`config.mk`:
```
export PLATFORM = sky130hd
export DESIGN_NAME = ext_bus_cycle
export DESIGN_NICKNAME = d
export VERILOG_FILES = /design/src/rtl/ext_bus_pkg.sv /design/src/rtl/ext_bus_cycle.sv /design/src/rtl/phase_timer.sv
export SDC_FILE = /design/constraint.sdc
export NUM_CORES = 1
export LEC_CHECK = 0
export BUFFER_PORTS_ARGS = -buffer_cell sky130_fd_sc_hd__buf_4
export CAP_MARGIN = 20
export CORE_MARGIN = 1
export CORE_UTILIZATION = 26
export CTS_BUF_LIST = sky130_fd_sc_hd__clkbuf_4 sky130_fd_sc_hd__clkbuf_8 sky130_fd_sc_hd__clkbuf_16
export CTS_CLUSTER_SIZE = 30
export DETAILED_ROUTE_END_ITERATION = 10
export PLACE_DENSITY = 0.54
export SLEW_MARGIN = 20
export SYNTH_ARGS = -nofsm -noshare
export SYNTH_HDL_FRONTEND = slang
export SYNTH_SLANG_ARGS = --single-unit
```
`constraint.sdc`:
```
create_clock -name clk -period 7.2 [get_ports clk]
set_clock_uncertainty 0.05 [all_clocks]
set_input_delay 1.8 -clock clk [delete_from_list [all_inputs] [get_ports clk]]
set_output_delay 1.8 -clock clk [all_outputs]
set_load 0.02 [all_outputs]
```
`src/rtl/ext_bus_pkg.sv`:
```
// shared constants and types for the external bus cycle sequencer
package ext_bus_pkg;

	// ******************************************************
	// configuration encodings
	// ******************************************************
	localparam logic [1:0] MUX_DEMUX     = 2'h0;
	localparam logic [1:0] MUX_PARTIAL   = 2'h1;
	localparam logic [1:0] MUX_FULL_LOW8 = 2'h2;
	localparam logic [1:0] MUX_FULL_16   = 2'h3;

	localparam logic [1:0] MODE_SEP_STROBES = 2'h2;
	localparam logic [1:0] MODE_RW_ENABLE   = 2'h3;

	localparam logic [1:0] CSF_BOTH    = 2'h2;
	localparam logic [1:0] CSF_TWO     = 2'h1;
	localparam logic [1:0] CSF_NONE    = 2'h0;

	// ******************************************************
	// widths and pin positions
	// ******************************************************
	localparam int ADDR_W   = 16;
	localparam int DATA_W   = 16;
	localparam int BYTE_W   = 8;
	localparam int CNT_W    = 5;
	localparam int PIN_CS2  = 15;
	localparam int PIN_CS1  = 14;
	localparam int PIN_ALH  = 1;
	localparam int PIN_ALL  = 0;

	// ******************************************************
	// phase lengths in clock cycles
	// ******************************************************
	localparam logic [CNT_W-1:0] LEN_ONE        = 5'h01;
	localparam logic [CNT_W-1:0] LEN_ZERO       = 5'h00;
	localparam logic [CNT_W-1:0] LEN_ADDR_HOLD  = 5'h01;
	localparam logic [CNT_W-1:0] LEN_ADDR_REL   = 5'h01;
	localparam logic [CNT_W-1:0] LEN_DEF_SETUP  = 5'h01;
	localparam logic [CNT_W-1:0] LEN_DEF_HOLD_W = 5'h01;
	localparam logic [CNT_W-1:0] LEN_DEF_HOLD_R = 5'h00;

	// ******************************************************
	// sequencer states
	// ******************************************************
	typedef enum logic [6:0] {
		ST_IDLE      = 7'h01,
		ST_LATCH     = 7'h02,
		ST_ADDR_HOLD = 7'h04,
		ST_ADDR_REL  = 7'h08,
		ST_SETUP     = 7'h10,
		ST_STROBE    = 7'h20,
		ST_HOLD      = 7'h40
	} bus_state_e;

endpackage

```
`src/rtl/ext_bus_cycle.sv`:
```
module ext_bus_cycle
	import ext_bus_pkg::*;
(
	// clock and reset
	input  wire logic              clk,
	input  wire logic              rst_b,
	// configuration
	input  wire logic [1:0]        mode_select,
	input  wire logic              wide_data_select,
	input  wire logic [1:0]        addr_data_mux_select,
	input  wire logic [1:0]        chip_select_function,
	input  wire logic [1:0]        setup_wait_count,
	input  wire logic [3:0]        strobe_wait_count,
	input  wire logic [1:0]        hold_wait_count,
	// requests
	input  wire logic              start_read,
	input  wire logic              start_write,
	input  wire logic [ADDR_W-1:0] address_register,
	input  wire logic [DATA_W-1:0] write_data,
	// status
	output logic                   busy,
	output logic                   cycle_done,
	output logic [DATA_W-1:0]      read_data,
	// address pins
	output logic [ADDR_W-1:0]      address_pins_out,
	output logic [ADDR_W-1:0]      address_pins_oe_b,
	// data pins
	input  wire logic [DATA_W-1:0] data_pins_in,
	output logic [DATA_W-1:0]      data_pins_out,
	output logic [DATA_W-1:0]      data_pins_oe_b,
	// control pins
	output logic                   addr_latch_low,
	output logic                   addr_latch_high,
	output logic                   read_strobe,
	output logic                   write_strobe,
	output logic                   enable_strobe,
	output logic                   chip_select_one,
	output logic                   chip_select_two
);

	typedef struct packed {
		bus_state_e        state;
		logic              second;
		logic              is_write;
		logic [ADDR_W-1:0] addr;
		logic [DATA_W-1:0] wdata;
		logic [DATA_W-1:0] sync1;
		logic [DATA_W-1:0] sync2;
		logic [DATA_W-1:0] rdata;
		logic              busy;
		logic              done;
		logic [ADDR_W-1:0] apin;
		logic [ADDR_W-1:0] apin_oe_b;
		logic [DATA_W-1:0] dpin;
		logic [DATA_W-1:0] dpin_oe_b;
		logic              all;
		logic              alh;
		logic              rd;
		logic              wr;
		logic              en;
		logic              cs1;
		logic              cs2;
	} core_s;

	core_s            cur_q;
	core_s            nxt_d;
	logic             timer_load;
	logic [CNT_W-1:0] timer_value;
	logic             phase_end;

	phase_timer u_timer (
		.clk        (clk),
		.rst_b      (rst_b),
		.load       (timer_load),
		.load_value (timer_value),
		.expired    (phase_end)
	);

	// ******************************************************
	// decoded configuration
	// ******************************************************
	logic             cs1_on;
	logic             cs2_on;
	logic [1:0]       mux;
	logic             waits_on;
	logic             master;
	logic [CNT_W-1:0] setup_len;

	always_comb
	begin
		cs2_on = (chip_select_function == CSF_BOTH) ||
			(chip_select_function == CSF_TWO);
		cs1_on = (chip_select_function == CSF_BOTH);
		// full16 falls back to full8 on narrow data
		mux = addr_data_mux_select;
		if (mux == MUX_FULL_16 && !wide_data_select)
		begin
			mux = MUX_FULL_LOW8;
		end
		// zero strobe count disables programmed waits
		waits_on = (strobe_wait_count != 4'h0);
		// only the two master modes run cycles
		master = (mode_select == MODE_SEP_STROBES) ||
			(mode_select == MODE_RW_ENABLE);
		setup_len = {3'h0, setup_wait_count} + LEN_ONE;
	end

	// ******************************************************
	// phase length, one wait state per clock
	// ******************************************************
	// lengths counted in clock cycles
	function automatic logic [CNT_W-1:0] phase_len(
		input bus_state_e st,
		input logic       wr
	);
		logic [CNT_W-1:0] len;
		len = LEN_ONE;
		case (st)
			ST_LATCH:
				len = waits_on ? setup_len : LEN_ONE;
			ST_ADDR_HOLD:
				len = LEN_ADDR_HOLD;
			ST_ADDR_REL:
				len = LEN_ADDR_REL;
			// muxed modes use it on addressing
			ST_SETUP:
				len = (waits_on && mux == MUX_DEMUX) ?
					setup_len : LEN_DEF_SETUP;
			ST_STROBE:
				len = {1'b0, strobe_wait_count} + LEN_ONE;
			// default hold one write, zero read
			ST_HOLD:
				len = waits_on ?
					({3'h0, hold_wait_count} + LEN_ONE) :
					(wr ? LEN_DEF_HOLD_W : LEN_DEF_HOLD_R);
			default:
				len = LEN_ONE;
		endcase
		return len;
	endfunction

	// ******************************************************
	// sequencer
	// ******************************************************
	always_comb
	begin
		nxt_d       = cur_q;
		nxt_d.done  = 1'b0;
		timer_load  = 1'b0;
		timer_value = LEN_ZERO;
		nxt_d.sync1 = data_pins_in;
		nxt_d.sync2 = cur_q.sync1;
		// latch, setup, strobe, hold in order
		case (cur_q.state)
			ST_IDLE:
			begin
				if (master && (start_read || start_write))
				begin
					nxt_d.is_write = start_write;
					nxt_d.addr     = address_register;
					nxt_d.wdata    = write_data;
					nxt_d.second   = 1'b0;
					nxt_d.busy     = 1'b1;
					// chip select bits read as zero
					if (mux == MUX_FULL_LOW8 || mux == MUX_FULL_16)
					begin
						if (cs2_on)
						begin
							nxt_d.addr[PIN_CS2] = 1'b0;
						end
						if (cs1_on)
						begin
							nxt_d.addr[PIN_CS1] = 1'b0;
						end
					end
					nxt_d.state = (mux == MUX_DEMUX) ?
						ST_SETUP : ST_LATCH;
				end
			end
			ST_LATCH:
			begin
				if (phase_end)
				begin
					nxt_d.state = ST_ADDR_HOLD;
				end
			end
			ST_ADDR_HOLD:
			begin
				if (phase_end)
				begin
					nxt_d.state = ST_ADDR_REL;
				end
			end
			// latch, hold, release add the latch length plus two cycles
			// second byte doubles that sum
			ST_ADDR_REL:
			begin
				if (phase_end)
				begin
					if (mux == MUX_FULL_LOW8 && !cur_q.second)
					begin
						nxt_d.second = 1'b1;
						nxt_d.state  = ST_LATCH;
					end
					else
					begin
						nxt_d.state = ST_SETUP;
					end
				end
			end
			ST_SETUP:
			begin
				if (phase_end)
				begin
					nxt_d.state = ST_STROBE;
				end
			end
			ST_STROBE:
			begin
				if (phase_end)
				begin
					if (!cur_q.is_write)
					begin
						nxt_d.rdata = wide_data_select ? cur_q.sync2 :
							{8'h00, cur_q.sync2[BYTE_W-1:0]};
					end
					if (phase_len(ST_HOLD, cur_q.is_write) == LEN_ZERO)
					begin
						nxt_d.state = ST_IDLE;
						nxt_d.busy  = 1'b0;
						nxt_d.done  = 1'b1;
					end
					else
					begin
						nxt_d.state = ST_HOLD;
					end
				end
			end
			ST_HOLD:
			begin
				if (phase_end)
				begin
					nxt_d.state = ST_IDLE;
					nxt_d.busy  = 1'b0;
					nxt_d.done  = 1'b1;
				end
			end
			default:
			begin
				nxt_d.state = ST_IDLE;
				nxt_d.busy  = 1'b0;
			end
		endcase
		if (nxt_d.state != cur_q.state ||
			nxt_d.second != cur_q.second)
		begin
			timer_load  = 1'b1;
			timer_value = phase_len(nxt_d.state, nxt_d.is_write)
				- LEN_ONE;
		end

		// ******************************************************
		// pin drive for the coming cycle
		// ******************************************************
		nxt_d.apin      = nxt_d.addr;
		nxt_d.apin_oe_b = '1;
		nxt_d.dpin      = '0;
		nxt_d.dpin_oe_b = '1;
		nxt_d.all       = 1'b0;
		nxt_d.alh       = 1'b0;
		nxt_d.rd        = 1'b0;
		nxt_d.wr        = 1'b0;
		nxt_d.en        = 1'b0;
		nxt_d.cs1       = 1'b0;
		nxt_d.cs2       = 1'b0;
		if (nxt_d.busy)
		begin
			case (mux)
				// all address bits on address pins
				MUX_DEMUX:
					nxt_d.apin_oe_b = '0;
				// high byte stays on pins 15..8
				// pins 7..0 released, pin 0 included
				MUX_PARTIAL:
					nxt_d.apin_oe_b = 16'h00FF;
				default:
					nxt_d.apin_oe_b = 16'h3FFF;
			endcase
			// chip selects take pins 15 and 14
			if (cs2_on)
			begin
				nxt_d.apin_oe_b[PIN_CS2] = 1'b1;
			end
			if (cs1_on)
			begin
				nxt_d.apin_oe_b[PIN_CS1] = 1'b1;
			end
			// selects held for the whole cycle
			nxt_d.cs2 = cs2_on;
			nxt_d.cs1 = cs1_on;
			// rw line high for read in mode 11
			if (mode_select == MODE_RW_ENABLE)
			begin
				nxt_d.rd = !nxt_d.is_write;
			end
		end
		case (nxt_d.state)
			ST_LATCH, ST_ADDR_HOLD:
			begin
				nxt_d.dpin_oe_b = (mux == MUX_FULL_16) ?
					16'h0000 : 16'hFF00;
				// low byte first, then high byte
				// whole address on 16 data pins
				if (mux == MUX_FULL_16)
				begin
					nxt_d.dpin = nxt_d.addr;
				end
				else if (nxt_d.second)
				begin
					nxt_d.dpin = {8'h00, nxt_d.addr[15:8]};
				end
				else
				begin
					nxt_d.dpin = {8'h00, nxt_d.addr[7:0]};
				end
				if (nxt_d.state == ST_LATCH)
				begin
					nxt_d.all = (mux != MUX_FULL_LOW8) ||
						!nxt_d.second;
					nxt_d.alh = (mux == MUX_FULL_16) ||
						(mux == MUX_FULL_LOW8 && nxt_d.second);
				end
			end
			ST_SETUP, ST_STROBE, ST_HOLD:
			begin
				// data width picks the data pins
				if (nxt_d.is_write)
				begin
					nxt_d.dpin      = nxt_d.wdata;
					nxt_d.dpin_oe_b = wide_data_select ?
						16'h0000 : 16'hFF00;
				end
				if (nxt_d.state == ST_STROBE)
				begin
					if (mode_select == MODE_RW_ENABLE)
					begin
						nxt_d.en = 1'b1;
					end
					else
					begin
						nxt_d.rd = !nxt_d.is_write;
						nxt_d.wr = nxt_d.is_write;
					end
				end
			end
			default:
			begin
				nxt_d.dpin_oe_b = '1;
			end
		endcase
	end

	// ******************************************************
	// state register
	// ******************************************************
	always_ff @(posedge clk)
	begin
		if (!rst_b)
		begin
			cur_q           <= '0;
			cur_q.state     <= ST_IDLE;
			cur_q.apin_oe_b <= '1;
			cur_q.dpin_oe_b <= '1;
		end
		else
		begin
			cur_q <= nxt_d;
		end
	end

	// ******************************************************
	// outputs
	// ******************************************************
	assign busy              = cur_q.busy;
	assign cycle_done        = cur_q.done;
	assign read_data         = cur_q.rdata;
	assign address_pins_out  = cur_q.apin;
	assign address_pins_oe_b = cur_q.apin_oe_b;
	assign data_pins_out     = cur_q.dpin;
	assign data_pins_oe_b    = cur_q.dpin_oe_b;
	assign addr_latch_low    = cur_q.all;
	assign addr_latch_high   = cur_q.alh;
	assign read_strobe       = cur_q.rd;
	assign write_strobe      = cur_q.wr;
	assign enable_strobe     = cur_q.en;
	assign chip_select_one   = cur_q.cs1;
	assign chip_select_two   = cur_q.cs2;

endmodule

```
`src/rtl/phase_timer.sv`:
```
// down counter that times one bus phase
module phase_timer
	import ext_bus_pkg::*;
(
	// clock and reset
	input  wire logic             clk,
	input  wire logic             rst_b,
	// control
	input  wire logic             load,
	input  wire logic [CNT_W-1:0] load_value,
	// status
	output logic                  expired
);

	typedef struct packed {
		logic [CNT_W-1:0] count;
	} timer_s;

	timer_s cur_q;
	timer_s nxt_d;

	// ******************************************************
	// one count per clock cycle
	// ******************************************************
	always_comb
	begin
		nxt_d = cur_q;
		if (load)
		begin
			nxt_d.count = load_value;
		end
		else if (cur_q.count != '0)
		begin
			nxt_d.count = cur_q.count - 1'b1;
		end
	end

	always_ff @(posedge clk)
	begin
		if (!rst_b)
		begin
			cur_q <= '0;
		end
		else
		begin
			cur_q <= nxt_d;
		end
	end

	assign expired = (cur_q.count == '0);

endmodule

```
======== Yosys cells after proc, flatten, opt, wreduce, memory -nomap -nowiden ========
Index checks and enable logic that the tools add are counted.
word-level totals
  output and inout port bits .............. 89
  memories kept ........................... 0
  bits in latches ......................... 0
  logic and storage cells ................. 141
  bits in writable memories ............... 0
  ROM bits ................................ 0
  input bits .............................. 67
  bits in registers ....................... 151
operators by class
  add/sub/neg operators ................... 5
  bitwise operators ....................... 5
  divide/modulo/power cells ............... 0
  reductions and logical operators ........ 32
  eq/ne operators ......................... 23
  $mul .................................... 0
  $lt $le $gt $ge ......................... 0
  shift-type cells ........................ 0
  muxes and demuxes ....................... 53
operators by type and width
  operator             count
  $mux 16              4
  $pmux 16 s2          2
  $pmux 7 s7           1
  $mux 5               9
  $mux 7               6
  $mux 41              1
  $mux 33              1
  $mux 32              1
  $pmux 14 s2          1
  $pmux 5 s4           1
  $mux 8               2
  $mux 3               5
  $eq 7x2->1 const B   2
  $eq 7x3->1 const B   2
  $eq 7x5->1 const B   2
  $eq 7x6->1 const B   2
  $eq 7x7->1 const B   2
  $eq 2x2->1 const B   6
  $mux 2               6
  $logic_not 5->1      2
  $mux 1               10
  $sub 5x1->5 const B  2
  $reduce_and 3->1     3
  $reduce_or 3->1      3
  other kinds (21)     42

======== Longest topological paths before layout ========
  word-level depth ........................ 15
  gate-level depth with buffers ........... 14

======== Cells and area by module ========
A second synthesis with hierarchy kept.
second synthesis, totals
  cells, all modules ...................... 650
  area total of the unflattened synthesis .. 5814.3 sq um
by module, submodules not included
  module         instances  cells an instance  seq. area each (sq um)  area an instance (sq um)
  ext_bus_cycle  1          616                2402.3                  5514.0
  phase_timer    1          34                 100.1                   300.3

======== Worst setup path before layout ========
Ideal clock, no wire load.
  path kind ............................... input to register
  start point ............................. in hold_wait_count[0]
  end point ............................... reg u_timer.cur_q[4] (netlist name)
  setup time .............................. 136 ps
  data required time ...................... 7014 ps
  stages on the path ...................... 12
  data arrival time ....................... 3924 ps
  slack ................................... 3090 ps
  cell sequence ........................... ha_1 or3b_2 mux2i_4 o22ai_2 nand3_1 nand4_1 a22oi_1 ha_1 inv_1 a2111oi_2 xor2_1 nor2_1
on the way
  word-level cells in the longest chain between the ends .. 14
  elaborated cells on any way between the ends .. 22
  classes of those cells .................. add/sub: 2; eq/ne: 5; mux: 12; reduce/logical: 3
ends and longest elaborated chain
  item                                RTL line              text
  start, declared                     ext_bus_cycle.sv:14   input wire logic [1:0] hold_wait_count,
  $add 2x1->3 (*)                     ext_bus_cycle.sv:134  ({3'h0, hold_wait_count} + LEN_ONE) :
  $mux 5                              ext_bus_cycle.sv:133  len = waits_on ?
  $mux 5                              ext_bus_cycle.sv:220  if (phase_end)
  $mux 5                              ext_bus_cycle.sv:154  case (cur_q.state)
  $logic_not 5->1                     ext_bus_cycle.sv:227  if (phase_len(ST_HOLD, cur_q.is_write) == LEN_ZERO)
  $mux 7                              ext_bus_cycle.sv:227
  $mux 7                              ext_bus_cycle.sv:220
  $pmux 7 s7                          ext_bus_cycle.sv:154
  $eq 7x7->1 (tied with other cells)  ext_bus_cycle.sv:118  case (st)
  $pmux 5 s4                          ext_bus_cycle.sv:118
  $mux 5                              ext_bus_cycle.sv:254  if (nxt_d.state != cur_q.state ||
  $sub 5x1->5                         ext_bus_cycle.sv:259  - LEN_ONE;
  $mux 5                              ext_bus_cycle.sv:254
  $mux 5                              phase_timer.sv:28     if (load)
  end signal, assigned                phase_timer.sv:46     cur_q <= nxt_d;
  end, declared                       phase_timer.sv:19     timer_s cur_q;
Mark *: on every way between the ends. The rest lies on a longest branch, timed or not. The select of a mux whose other input is x is not followed.
A chain may end at the register's enable or synchronous reset.

======== Worst setup path in the final report ========
  start point ............................. in strobe_wait_count[0]
  end point ............................... reg u_timer.cur_q[4] (netlist name)
on the way
  word-level cells in the longest chain between the ends .. 14
  elaborated cells on any way between the ends .. 26
  classes of those cells .................. add/sub: 2; eq/ne: 5; mux: 14; reduce/logical: 5
ends and longest elaborated chain
  item                                RTL line              text
  start, declared                     ext_bus_cycle.sv:13   input wire logic [3:0] strobe_wait_count,
  $reduce_bool 4->1                   ext_bus_cycle.sv:101  waits_on = (strobe_wait_count != 4'h0);
  $mux 5                              ext_bus_cycle.sv:133
  $mux 5                              ext_bus_cycle.sv:220
  $mux 5                              ext_bus_cycle.sv:154
  $logic_not 5->1                     ext_bus_cycle.sv:227
  $mux 7                              ext_bus_cycle.sv:227
  $mux 7                              ext_bus_cycle.sv:220
  $pmux 7 s7                          ext_bus_cycle.sv:154
  $eq 7x7->1 (tied with other cells)  ext_bus_cycle.sv:118
  $pmux 5 s4                          ext_bus_cycle.sv:118
  $mux 5                              ext_bus_cycle.sv:254
  $sub 5x1->5                         ext_bus_cycle.sv:259
  $mux 5                              ext_bus_cycle.sv:254
  $mux 5                              phase_timer.sv:28
Parallel ways exist; a longest one is shown, timed or not. The select of a mux whose other input is x is not followed.

==> impl_metrics.tcl <==
set metrics [dict create \
    ant_nets 0 \
    peakVddDrop_mv 0.134 \
    dr_wl_met2_microns 6370 \
    routed.top_layer "met4" \
    cpMaxStageDelayCell "or3b_1" \
    portBuffers 155 \
    cts_tree "built" \
    synthFlopType "dfxtp_1" \
    drc_errors 0 \
    ys_seq_elements 125 \
    intPower_w 0.00155 \
    met1_length_microns 6570 \
    p_seq_frac 0.356 \
    start_util 0.266 \
    insertedDiodeCount 0 \
    postCtsSetupRepairBufs 0 \
    critPathLaunchType "primary input" \
    synth_nets 702 \
    coreArea_sq_um 21800 \
    synthArstFlopShare 0 \
    required_ns 7.43 \
    worst_r2r_endpoint "u_timer.cur_q[4]" \
    final.min_clock_period_ns 4.18 \
    path_clk_slew_ns 0.06 \
    fmax_ghz 0.239 \
    worst_hold_path.num_cells 1 \
    cp-end-kind "register" \
    drive_gt1_frac 0.311 \
    clockBufferDepth 2 \
    reg2reg_from "cur_q[160]" \
    maxCapViolCount 0 \
    synth_enable_flop_cells 0 \
    status "completed" \
    hold_end "cur_q[89]" \
    p_switching_w 0.000735 \
    synth_cells 629 \
    syn_area_per_cell_sq_um 9.22 \
    drtIter0Drc 262 \
    hpwlAfterDp_microns 10200 \
    yosysWarningCount 0 \
    path_cells "buf_4, inv_1, ha_1, or3b_1, mux2i_4, a2bb2oi_1, o21ai_1, a21oi_2, a31o_1, ha_1, inv_1, a2111oi_2, xor2_1, nor2_1" \
    setup_viol 0 \
    critPathKind "in2reg" \
    fin_nets 765 \
    grt_pass1_vias 4030 \
    power.leakage_nw 2.94 \
    grt_pass1_wl_microns 22100 \
    sw_frac_of_total 0.321 \
    max_slew.worst_pin.slew_ns 0.848 \
    p_clk_frac 0.385 \
    rr_worst_depth 12 \
    grt_usage 0.129 \
    reg2reg_slack_ns 3.99 \
    die_h_microns 151 \
    grt_max_degree 97 \
    p_total_w 0.00229 \
    slew_headroom 0.435 \
    hold_viol_final 0 \
    wl_microns 14200 \
    antenna_found_initial 0 \
    cts_hold_buf 0 \
    worst-path-max-fanout 10 \
    pin_count 156 \
    netlist_area_sq_um 5800 \
    dr_total_vias 4300 \
    grt.overflow.total 0 \
    htreeDepth 4 \
    wire_per_inst_microns 14.4 \
    power_density_nw_per_um2 319 \
    viasPerCell 4.37 \
    rsz0062_at_grt "no" \
    hold_class "reg2reg" \
    max_stage_delay_ns 0.53 \
    dieArea_sq_um 22900 \
    cts_root_buf "clkbuf_16" \
    fin_crit_sh 0.581 \
    die_w_microns 151 \
    min_from "cur_q[105]" \
    setup_tns_ns 0 \
    yosysUniqueCellTypes 70 \
    arrival_ns 4.42 \
    pwr-share-comb 0.260 \
    clock_latency_ns 0.42 \
    cts_resized 0 \
    synth-seq-area-share 0.431 \
    place_congestion 0.807 \
    route.met3.wl_microns 1090 \
    cts_buffers 17 \
    slew_violations 0 \
    clkSinkCount 125 \
    fp-row-count 54 \
    drt_first_pass_iters 5 \
    area_delta_synth_final_pct 23.5 \
]
-- final cells by class --
cell class | instances | area (sq um)
multi-input combinational | 376 | 2470
inverter | 14 | 52.6
tap | 280 | 350
clock buffer | 18 | 439
sequential | 125 | 2500
fill | 2264 | 14700
clock inverter | 14 | 168
timing repair buffer | 158 | 1190
-- sequential cells by signal (all words and copies together), names as in the netlist, 2 cells and up --
signal	flops
data_pins_out	16
u_timer.cur_q	5
data_pins_oe_b	2
address_pins_out	16
cur_q	57
read_data	16
address_pins_oe_b	4
-- through the flow --
stage	cell area, sq um	setup WS [ns]	cells	hold WS [ns]	utilization
2_1_floorplan	5800	3.09	629	0.362	-
3_3_place_gp	6560	2.73	953	0.364	0.300
3_5_place_dp	6560	2.60	953	0.368	0.300
4_1_cts	7160	3.03	985	0.381	0.328
5_1_grt	7160	2.81	985	0.388	0.328
6_report	7160	3.02	985	0.380	0.328
-- synth_stat cells (2+ instances only) --
| cell | count | area share |
|---|---|---|
| inv_1 | 14 | 0.0091 |
| mux2i_1 | 18 | 0.031 |
| buf_2 | 6 | 0.0052 |
| and3_1 | 3 | 0.0032 |
| nand4_1 | 9 | 0.0097 |
| a31oi_1 | 2 | 0.0022 |
| nand3_1 | 14 | 0.012 |
| a2bb2oi_1 | 2 | 0.0030 |
| and2_1 | 39 | 0.042 |
| nor4b_1 | 2 | 0.0030 |
| nand2b_1 | 4 | 0.0043 |
| nor2_1 | 20 | 0.013 |
| a22o_1 | 8 | 0.012 |
| nor2b_1 | 13 | 0.014 |
| buf_6 | 4 | 0.0078 |
| nand2_1 | 96 | 0.062 |
| o22ai_2 | 2 | 0.0043 |
| a21oi_1 | 6 | 0.0052 |
| o21ai_0 | 12 | 0.010 |
| nor4_4 | 2 | 0.0073 |
| o21a_1 | 2 | 0.0026 |
| mux2i_4 | 2 | 0.0078 |
| buf_4 | 84 | 0.11 |
| o211ai_1 | 8 | 0.010 |
| or3b_1 | 2 | 0.0030 |
| nor3_1 | 6 | 0.0052 |
| dfxtp_1 | 125 | 0.43 |
| xnor2_1 | 3 | 0.0045 |
| a21boi_1 | 3 | 0.0039 |
| ha_1 | 6 | 0.013 |
| nand3_2 | 2 | 0.0035 |
| xor2_1 | 4 | 0.0060 |
| o21ai_1 | 17 | 0.015 |
| clkbuf_1 | 19 | 0.012 |
| a21boi_0 | 35 | 0.045 |
-- layer usage --
metal | track usage | vias to the layer above
li1 | - | 2165
met4 | 0.0510 | 0
met5 | 0 | -
met2 | 0.194 | 152
met1 | 0.170 | 1965
met3 | 0.0398 | 18
-- worst max path at each step --
stage | end | depth (start not counted) | from
after CTS | u_timer.cur_q[4] | 14 | strobe_wait_count[0]
after floorplan | u_timer.cur_q[4] | 12 | hold_wait_count[0]
final | u_timer.cur_q[4] | 14 | strobe_wait_count[0]
after global routing | u_timer.cur_q[4] | 14 | strobe_wait_count[0]
after global placement | u_timer.cur_q[4] | 14 | strobe_wait_count[0]
after detailed placement | u_timer.cur_q[4] | 14 | strobe_wait_count[0]
-- worst max-delay path, delay by kind of cell --
kind	cells	cell delay [ns]
AOI/OAI and AO/OA	5	1.08
xor gates and xnor gates	1	0.17
adders and majority gates	2	0.28
buffers and inverters	3	0.23
muxes	1	0.27
and+or+nand+nor	2	0.58
-- placed cells by master, fill, tap and decap left out, types with 4 or more instances in the layout --
master     instances
o21ai_0           12
a21boi_0          35
mux2i_1           18
ha_1               6
nor2b_1           13
buf_4            158
nand2_1           96
a22o_1             8
nand4_1            9
o21ai_1           17
a21oi_1            6
nand3_1           14
and2_1            39
nor2_1            19
nor3_1             6
dfxtp_1          125
clkinv_2           4
xor2_1             4
clkbuf_16         17
inv_1             14
o211ai_1           8
nand2b_1           4
-- power by group through the flow --
stage / combinational (W) / sequential (W) / clock, W
6_report: 0.000594 / 0.000814 / 0.000880
5_1_grt: 0.000653 / 0.000823 / 0.000933
4_1_cts: 0.000599 / 0.000815 / 0.000903
3_5_place_dp: 0.000597 / 0.000829 / 0
3_3_place_gp: 0.000597 / 0.000829 / 0
2_1_floorplan: 0.000477 / 0.000811 / 0
-- cell families (layout without fill, tap and decap cells) --
group	count (synthesis)	count (layout)	share of synthesized area
multiplexers	20	20	0.0388
flip-flops	125	125	0.431
AND/OR/NAND/NOR	227	227	0.214
buffers and inverters	128	204	0.144
AO/OA/AOI/OAI	116	116	0.148
XOR/XNOR	7	7	0.0106
adder cells (fa/ha/maj)	6	6	0.0129
Power figures use the tool's default switching activity.
